--- config.mk ---
export PLATFORM = sky130hd
export DESIGN_NAME = smx_slave
export DESIGN_NICKNAME = d
export VERILOG_FILES = /design/src/smx_regfile.v /design/src/smx_slave.v
export VERILOG_INCLUDE_DIRS = /design/src
export SDC_FILE = /design/constraint.sdc
export NUM_CORES = 1
export LEC_CHECK = 0
export BUFFER_PORTS_ARGS = -buffer_cell sky130_fd_sc_hd__buf_2
export CAP_MARGIN = 25
export CORE_ASPECT_RATIO = 1.4
export CORE_MARGIN = 8
export CORE_UTILIZATION = 50
export DETAILED_ROUTE_END_ITERATION = 8
export PLACE_DENSITY_LB_ADDON = 0.15
export SLEW_MARGIN = 20
export SYNTH_ARGS = -nofsm -noshare
export SYNTH_HDL_FRONTEND = slang
export SYNTH_SLANG_ARGS = --single-unit
--- constraint.sdc ---
create_clock -name sys_clk -period 2.3 [get_ports sys_clk]
set_input_delay 0.345 -clock sys_clk [delete_from_list [all_inputs] [get_ports sys_clk]]
set_output_delay 0.345 -clock sys_clk [all_outputs]
set_load 0.02 [all_outputs]
--- src/smx_map.vh ---
// constants for the bus front end of the eight-line expander
`ifndef SMX_MAP_VH
`define SMX_MAP_VH
// ---------------------------------------------------------------
// command codes (register pointer values)
// ---------------------------------------------------------------
`define SMX_CMD_NOUT   8'h00
`define SMX_CMD_NRISE  8'h01
`define SMX_CMD_NFALL  8'h02
`define SMX_CMD_SOUT   8'h03
`define SMX_CMD_SRISE  8'h04
`define SMX_CMD_SFALL  8'h05
`define SMX_CMD_RDBK   8'h06
`define SMX_CMD_AUX    8'h07
`define SMX_CMD_SAMPLE 8'h08
`define SMX_CMD_SRST   8'h09
`define SMX_NUM_REGS   10
// ---------------------------------------------------------------
// addresses and reset values
// ---------------------------------------------------------------
`define SMX_ALERT_ADDR 7'h19
`define SMX_ADDR_BASE0 4'h2
`define SMX_ADDR_BASE1 4'hC
`define SMX_ADDR_BASE2 4'h7
`define SMX_LVL_LOW    2'h0
`define SMX_LVL_FLOAT  2'h1
`define SMX_LVL_HIGH   2'h2
`define SMX_OUT_RST    8'h00
`define SMX_MASK_RST   8'hFF
`define SMX_PTR_RST    8'h00
`endif

--- src/smx_regfile.v ---
// six-entry register store with registered read data
module smx_regfile (
   // clock and reset
   input  wire       sys_clk,
   input  wire       srst,
   // write port
   input  wire       wr_en,
   input  wire [3:0] wr_idx,
   input  wire [7:0] wr_data,
   // read port
   input  wire [3:0] rd_idx,
   input  wire [7:0] pin_state,
   input  wire [7:0] aux_state,
   output reg  [7:0] rd_data,
   // set outputs
   output wire [7:0] n_out,
   output wire [7:0] n_rise,
   output wire [7:0] n_fall,
   output wire [7:0] s_out,
   output wire [7:0] s_rise,
   output wire [7:0] s_fall
);
`include "smx_map.vh"
   reg [7:0] mem_q [0:5];
   genvar i;
   // ---------------------------------------------------------------
   // writable data registers
   // ---------------------------------------------------------------
   generate
      for (i = 0; i < 6; i = i + 1) begin : g_reg
         // masks power up set so all interrupts stay masked
         always @(posedge sys_clk) begin
            if (srst)
               mem_q[i] <= (i % 3 == 0) ? `SMX_OUT_RST : `SMX_MASK_RST;
            else if (wr_en && wr_idx == i)
               mem_q[i] <= wr_data;
         end
      end
   endgenerate
   assign n_out  = mem_q[0];
   assign n_rise = mem_q[1];
   assign n_fall = mem_q[2];
   assign s_out  = mem_q[3];
   assign s_rise = mem_q[4];
   assign s_fall = mem_q[5];
   // registered read; readback and status are read only
   always @(posedge sys_clk) begin
      if (srst)
         rd_data <= 8'h00;
      else if (rd_idx < 4'h6)
         rd_data <= mem_q[rd_idx[2:0]];
      else if (rd_idx == 4'h6)
         rd_data <= pin_state;
      else if (rd_idx == 4'h7)
         rd_data <= aux_state;
      else
         rd_data <= 8'h00;
   end
endmodule

--- src/smx_slave.v ---
// bus slave front end of the eight-line open-drain expander
// How it works
// - data falling while clock high is start
// - data rising while clock high is stop
// - data changes only while clock low
// - eight-bit bytes sampled on clock rise
// - ninth clock carries the receiver acknowledge
// - address built from two three-level selects
// - matching address acknowledged by pulling data
// - answer own address and 0x19 only
// - address latched at reset, sample, soft reset
// - write expects command and optional data
// - start or stop mid-byte discards everything
// - register written after data ack falls
// - read returns register the pointer selects
// - command byte stored as register pointer
// - six data registers are read/write
// - readback and status registers read only
// - sample and soft reset are send-byte
// - receive-byte returns previously pointed register
// - pointer clears to zero at reset
// - soft reset leaves pointer alone
// - suspend low selects suspend set, after a two-flop synchroniser
// - writes to read-only go to output
// - all masks set at power-up
module smx_slave (
   // clock and reset
   input  wire       sys_clk,
   input  wire       srst,
   // bus pins
   input  wire       bus_clk_in,
   input  wire       bus_data_in,
   output wire       bus_data_out,
   output wire       bus_data_oe,
   // address select straps, 2'h0 low, 2'h1 float, 2'h2 high
   input  wire [1:0] addr_sel_lo_pin,
   input  wire [1:0] addr_sel_hi_pin,
   // suspend and I/O lines
   input  wire       suspend_select_in,
   input  wire [7:0] open_drain_lines_in,
   input  wire [7:0] aux_status_in,
   output wire [7:0] open_drain_lines_out,
   output wire [7:0] open_drain_lines_oe,
   output wire [7:0] rise_mask,
   output wire [7:0] fall_mask
);
`include "smx_map.vh"
   // ---------------------------------------------------------------
   // state codes, one-hot
   // ---------------------------------------------------------------
   localparam [4:0] ST_IDLE = 5'h01;
   localparam [4:0] ST_RX   = 5'h02;
   localparam [4:0] ST_ACK  = 5'h04;
   localparam [4:0] ST_TX   = 5'h08;
   localparam [4:0] ST_MACK = 5'h10;
   // ---------------------------------------------------------------
   // pin synchronisers
   // ---------------------------------------------------------------
   reg [1:0] scl_s_q;
   reg [1:0] sda_s_q;
   reg [1:0] sus_s_q;
   reg       scl_q;
   reg       sda_q;
   reg [7:0] lines_m_q;
   reg [7:0] lines_s_q;
   // two flops on every foreign input but aux_status_in before use
   always @(posedge sys_clk) begin
      if (srst) begin
         scl_s_q   <= 2'h3;
         sda_s_q   <= 2'h3;
         sus_s_q   <= 2'h3;
         scl_q     <= 1'b1;
         sda_q     <= 1'b1;
         lines_m_q <= 8'h00;
         lines_s_q <= 8'h00;
      end else begin
         scl_s_q   <= {scl_s_q[0], bus_clk_in};
         sda_s_q   <= {sda_s_q[0], bus_data_in};
         sus_s_q   <= {sus_s_q[0], suspend_select_in};
         scl_q     <= scl_s_q[1];
         sda_q     <= sda_s_q[1];
         lines_m_q <= open_drain_lines_in;
         lines_s_q <= lines_m_q;
      end
   end
   wire scl      = scl_s_q[1];
   wire sda      = sda_s_q[1];
   wire scl_rise = scl & ~scl_q;
   wire scl_fall = ~scl & scl_q;
   wire start_ev = scl & scl_q & sda_q & ~sda;
   wire stop_ev  = scl & scl_q & ~sda_q & sda;
   // ---------------------------------------------------------------
   // protocol state
   // ---------------------------------------------------------------
   reg [4:0] state_q;
   reg [3:0] bit_cnt_q;
   reg [7:0] shift_q;
   reg [1:0] byte_no_q;   // bytes received after address
   reg       rw_q;
   reg       ack_q;       // drive data low
   reg       tx_bit_q;    // drive data out when low
   reg [7:0] ptr_q;
   reg [7:0] cmd_q;
   reg [6:0] own_addr_q;
   reg       sample_q;
   reg       wr_en_q;
   reg [7:0] wr_data_q;
   reg [3:0] wr_idx_q;
   wire [7:0] rd_data;
   wire [7:0] n_out;
   wire [7:0] n_rise;
   wire [7:0] n_fall;
   wire [7:0] s_out;
   wire [7:0] s_rise;
   wire [7:0] s_fall;
   // straps pass two flops too; no reset, so they are full by release
   reg  [3:0] sel_m_q;
   reg  [3:0] sel_s_q;
   always @(posedge sys_clk) begin
      sel_m_q <= {addr_sel_hi_pin, addr_sel_lo_pin};
      sel_s_q <= sel_m_q;
   end
   wire [1:0] sel_lo   = sel_s_q[1:0];
   wire [1:0] sel_hi   = sel_s_q[3:2];
   // code 3 counts as high on either select
   wire [1:0] hi_code  = sel_hi[1] ? 2'h2 : sel_hi;
   // strapped address from the two three-level pins
   reg [3:0] addr_base;
   always @* begin
      case (sel_lo)
         `SMX_LVL_LOW:   addr_base = `SMX_ADDR_BASE0;
         `SMX_LVL_FLOAT: addr_base = `SMX_ADDR_BASE1;
         default:        addr_base = `SMX_ADDR_BASE2;
      endcase
   end
   wire [2:0] addr_tail = sel_lo[1] ?
      {1'b0, hi_code} : {1'b1, hi_code};
   // straps are static; the sample strobe is taken a cycle after release
   always @(posedge sys_clk) begin
      if (srst)
         own_addr_q <= 7'h00;
      else if (sample_q)
         own_addr_q <= {addr_base, addr_tail};
   end
   // address match, own strap or alert response
   wire [6:0] rx_addr = shift_q[7:1]; // bit 0 is the direction
   wire addr_hit = (rx_addr == own_addr_q) ||
                   (rx_addr == `SMX_ALERT_ADDR);
   // command pointer maps onto store index, read-only redirected
   wire [3:0] cmd_idx = (cmd_q < 8'h06) ? cmd_q[3:0] : 4'h0;
   wire [3:0] rd_idx  = (ptr_q < 8'h08) ? ptr_q[3:0] : 4'hF;
   // ---------------------------------------------------------------
   // main sequencer
   // ---------------------------------------------------------------
   always @(posedge sys_clk) begin
      if (srst) begin
         state_q   <= ST_IDLE;
         bit_cnt_q <= 4'h0;
         shift_q   <= 8'h00;
         byte_no_q <= 2'h0;
         rw_q      <= 1'b0;
         ack_q     <= 1'b0;
         tx_bit_q  <= 1'b1;
         ptr_q     <= `SMX_PTR_RST;
         cmd_q     <= 8'h00;
         sample_q  <= 1'b1;
         wr_en_q   <= 1'b0;
         wr_data_q <= 8'h00;
         wr_idx_q  <= 4'h0;
      end else begin
         sample_q <= 1'b0;
         wr_en_q  <= 1'b0;
         if (start_ev || stop_ev) begin
            // partial bytes are dropped, nothing committed
            state_q   <= start_ev ? ST_RX : ST_IDLE;
            bit_cnt_q <= 4'h0;
            byte_no_q <= 2'h0;
            ack_q     <= 1'b0;
            tx_bit_q  <= 1'b1;
            // a lone command byte then stop is a send-byte
            // the stop's own clock rise has already shifted one bit in
            if (stop_ev && state_q == ST_RX && bit_cnt_q < 4'h2 &&
                byte_no_q == 2'h2) begin
               if (cmd_q == `SMX_CMD_SAMPLE ||
                   cmd_q == `SMX_CMD_SRST)
                  sample_q <= 1'b1;
            end
         end else begin
            case (state_q)
               ST_IDLE: begin
                  bit_cnt_q <= 4'h0;
               end
               ST_RX: begin
                  if (scl_rise) begin
                     shift_q   <= {shift_q[6:0], sda};
                     bit_cnt_q <= bit_cnt_q + 4'h1;
                  end else if (scl_fall && bit_cnt_q == 4'h8) begin
                     // data changes only in clock low phase
                     bit_cnt_q <= 4'h0;
                     if (byte_no_q == 2'h0) begin
                        rw_q <= shift_q[0];
                        if (addr_hit) begin
                           ack_q   <= 1'b1;
                           state_q <= ST_ACK;
                        end else
                           state_q <= ST_IDLE;
                     end else begin
                        ack_q   <= 1'b1;
                        state_q <= ST_ACK;
                        if (byte_no_q == 2'h1) begin
                           cmd_q <= shift_q;
                           // soft reset keeps the pointer it found
                           if (shift_q != `SMX_CMD_SRST)
                              ptr_q <= shift_q;
                        end else
                           wr_data_q <= shift_q;
                     end
                  end
               end
               ST_ACK: begin
                  if (scl_fall) begin
                     ack_q <= 1'b0;
                     if (byte_no_q == 2'h2) begin
                        // commit after the data ack clock falls
                        wr_en_q  <= 1'b1;
                        wr_idx_q <= cmd_idx;
                     end
                     if (byte_no_q != 2'h3)
                        byte_no_q <= byte_no_q + 2'h1;
                     if (byte_no_q == 2'h0 && rw_q) begin
                        state_q   <= ST_TX;
                        shift_q   <= {rd_data[6:0], 1'b1};
                        tx_bit_q  <= rd_data[7];
                        bit_cnt_q <= 4'h1;
                     end else if (byte_no_q == 2'h2)
                        state_q <= ST_IDLE; // no third byte expected
                     else
                        state_q <= ST_RX;
                  end
               end
               ST_TX: begin
                  if (scl_fall) begin
                     if (bit_cnt_q == 4'h8) begin
                        tx_bit_q <= 1'b1;
                        state_q  <= ST_MACK;
                     end else begin
                        tx_bit_q  <= shift_q[7];
                        shift_q   <= {shift_q[6:0], 1'b1};
                        bit_cnt_q <= bit_cnt_q + 4'h1;
                     end
                  end
               end
               ST_MACK: begin
                  // master ack or nack, single byte then wait
                  if (scl_fall)
                     state_q <= ST_IDLE;
               end
               default: state_q <= ST_IDLE;
            endcase
         end
      end
   end
   // open drain: enable only to pull low
   assign bus_data_out = 1'b0;
   assign bus_data_oe  = ack_q | ~tx_bit_q;
   // ---------------------------------------------------------------
   // register store and set selection
   // ---------------------------------------------------------------
   smx_regfile u_regs (
      .sys_clk   (sys_clk),
      .srst      (srst),
      .wr_en     (wr_en_q),
      .wr_idx    (wr_idx_q),
      .wr_data   (wr_data_q),
      .rd_idx    (rd_idx),
      .pin_state (lines_s_q),
      .aux_state (aux_status_in),
      .rd_data   (rd_data),
      .n_out     (n_out),
      .n_rise    (n_rise),
      .n_fall    (n_fall),
      .s_out     (s_out),
      .s_rise    (s_rise),
      .s_fall    (s_fall)
   );
   // suspend low picks suspend set, no bus transfer needed
   wire use_norm = sus_s_q[1];
   wire [7:0] out_sel = use_norm ? n_out : s_out;
   assign rise_mask = use_norm ? n_rise : s_rise;
   assign fall_mask = use_norm ? n_fall : s_fall;
   // a zero bit pulls the line low, a one releases it
   assign open_drain_lines_out = 8'h00;
   assign open_drain_lines_oe  = ~out_sel;
endmodule

==> run metrics <==
switching share of power=0.2233; starting density of the core=0.5132; Root Driver=clkbuf_16; Avg WL per Cell=approximately 19 um; via/cell ratio=between 5 and 6; Min-Delay Startpoint=addr_sel_hi_pin[0]; row count=slightly below 50; hold-critical path depth=1; # setup viols final=0; worst-path cell chain=nor2_1, nor2b_1, o31a_1, or4_4, or4_4, a21oi_2; crit start category=flip-flop; Post-synth top flop=dfxtp_1; commonest cells after routing, fill and taps aside=dfxtp_1, nand2_1, buf_2; Largest stage delay, worst path=0.54 ns; Starting DRT DRC Count=295; run status=complete, no violations; pin count of the biggest net entering global routing=44; initial antenna violation count=0; Final Instance Area=slightly below 0.008 mm^2; fraction of layout cells with a size suffix above 1=0.2626; reg2reg setup slack=about 0.043 ns; P_sw=0.001295 W; Least-Margin Pin Slew=0.6987 ns; hold endpoint=sel_m_q[2]; CORE AREA=around 0.013 mm^2; final number of hold-violating endpoints=0; vias in the first global route=approximately 5000; worst vdd rail ir drop=between 0.4 and 0.5 mV; Reg2Reg Launch Point=state_q[2]; # diodes=0; Sink Count=around 150; Post-synth EDFFs=48; H-tree depth=4; vias post-DR=approximately 4900; die width=~110 um; Slew Viols, Final=0; cells after synthesis=approximately 640; Netlist cell types=60; most frequent CP cell=or4_4; Clk pwr share=0.469; Final min period=between 2 and 2.5 ns; WP data arrival=2.60 ns; post-route ant nets=0; FMAX=approximately 440 MHz; Final #Nets=between 700 and 800; reg2reg end=bit_cnt_q[3]; mapped cell area=roughly 0.0066 mm^2; post-synth top area share=0.2999; buffers added on ports=49; commonest non-fill, non-tap cell in the layout=dfxtp_1; io pins=59; leakage power=~3.0 nW; Clock Skew=~0.005 ns; post-DP HPWL=11810 um; area post-placement=slightly above 0.007 mm^2; period utilisation layout=0.9812; Worst Hold Slack=0.03737 ns; clock-pin slew on the worst setup and hold paths=0.06 ns; register area share after synthesis=0.5181; DIE HEIGHT=~150 um; max_cap viols=0; Clock Path Buffers=2; synth-to-layout area growth=16.61%; #FFs+latches synth=~150; total gr overflow=0; total CTS buffers=17; power density cells=~750 mW/mm^2; cts hold-fix bufs=0; CP max FO=10; Syn Area/Cell=approximately 10 um^2; Pint=0.004505 W; first-pass GRT wire length=about 26000 um; reg2reg path depth=6; async set or reset register ratio after synthesis=0; CTS tree=built; total routing usage reported by global routing=0.1916; CP required=2.64 ns; clk_lat worst skew=0.41 ns; leading post-synthesis cells by cell area=dfxtp_1, edfxtp_1, mux2i_1; WS Path Type=flip-flop to flip-flop; area leader, netlist=dfxtp_1; Placer Congestion=about 0.94; # DRC=0; slowest cell on the critical path=or4_4; HP Class=input port to flip-flop; Reg power frac=0.477; Setup crit end kind=flip-flop; Inst Count DP=approximately 840; Post-Layout Cell Count=approximately 870; Rel. slew slack=0.5325; DRT Pass-1 Iters=4; Comb power frac=0.054; Ys Warns=0; WL final=~16000 um; Die ar.=between 0.015 and 0.02 mm^2
critical path, delay by kind of cell (launching register included):
family | cells | cell delay [ns]
DFF | 1 | 0.39
AOI/OAI and AO/OA | 2 | 0.39
and+or+nand+nor | 4 | 1.40
synthesized netlist by cell type, drive strengths merged (2+ instances only):
master   number
nor4          3
or4           3
edfxtp       48
ha            7
a21oi        36
mux2         16
xor2          9
nor3b         3
a2111oi       8
nand3        17
nand3b        7
buf          23
nand2        61
xnor2         2
nor2         52
nand2b       11
mux2i        42
nor2b        30
or2          33
o221a         9
o21ai         7
nor4b         2
clkbuf       21
and2         11
nand4b        3
o22ai         2
inv           7
nor3         11
and3b         3
and3         10
a31o          2
dfxtp        99
a311oi        7
a211oi       14
o21bai        2
a21o          5
or3           2
worst max path at each step:
stage	start	endpoint	slack, ns	cells after the start
after global placement	bit_cnt_q[0]	bit_cnt_q[1]	0.05	9
final	state_q[2]	bit_cnt_q[3]	0.04	6
after floorplan	bit_cnt_q[0]	bit_cnt_q[3]	0.05	9
after detailed placement	bit_cnt_q[0]	bit_cnt_q[1]	-0.07	9
after CTS	state_q[2]	bit_cnt_q[3]	0.01	6
after global routing	state_q[2]	bit_cnt_q[3]	-0.004	6
layer usage:
layer | track usage | wire [um] | vias to the layer above
li1 | - | - | 2393
met1 | 0.1904 | 6264 | 2304
met2 | 0.3493 | 8650 | 117
met3 | 0.04125 | 582 | 38
met4 | 0.1236 | 714 | 0
met5 | 0 | 0 | -
final cells by class:
class	instances	area, um^2
clock inverter	12	113.9
timing repair buffer	79	486.7
clock buffer	20	480.5
multi-input combinational	451	2974
inverter	7	26.28
fill	1092	5170
tap	153	191.4
sequential	147	3432
state kept, by name, summed over array words and instances (netlist names), 5 cells and up:
register and cells:
u_regs.mem_q 48, cmd_q 8, lines_m_q 8, lines_s_q 8, ptr_q 8, shift_q 8, u_regs.rd_data 8, wr_data_q 8
own_addr_q 7, state_q 5
power groups by stage:
stage	sequential [W]	combinational, W	clock [W]
floorplan	0.00280	0.000235	0
global placement	0.00282	0.000293	0
detailed placement	0.00282	0.000299	0
CTS	0.00277	0.000304	0.00275
global route	0.00277	0.000342	0.00288
finish	0.00277	0.000314	0.00272
metrics by stage:
| stage | TNS (ns) | utilization | worst slack [ns] | power (W) |
|---|---|---|---|---|
| 2_1_floorplan | 0 | - | 0.04794 | 0.003038 |
| 3_3_place_gp | 0 | 0.5489 | 0.05168 | 0.003114 |
| 3_5_place_dp | -0.1542 | 0.5489 | -0.06755 | 0.003123 |
| 4_1_cts | 0 | 0.5954 | 0.009740 | 0.005827 |
| 5_1_grt | -0.003527 | 0.5984 | -0.003527 | 0.005992 |
| 6_report | 0 | 0.5984 | 0.04326 | 0.005801 |
what timing repair did:
item / 4_1_cts / 5_1_grt
setup buffers: 0 / 1
cloned: 0 / 0
pin swaps: 0 / 2
resized for setup: 2 / 11
setup endpoints to repair: 3 / 3
logic make-up (layout without fill, tap and decap cells):
group / count (synthesis) / after routing / synth area share
AO/OA/AOI/OAI: 99 / 99 / 0.1064
adder cells (fa/ha/maj): 7 / 7 / 0.01325
AND/OR/NAND/NOR: 267 / 267 / 0.2134
multiplexers: 58 / 58 / 0.09089
other: 1 / 9 / 0.0005675
flip-flops: 147 / 147 / 0.5181
buffers and inverters: 51 / 118 / 0.03996
XOR/XNOR: 11 / 11 / 0.01742
Note: power is estimated with default switching activity, not from simulation.
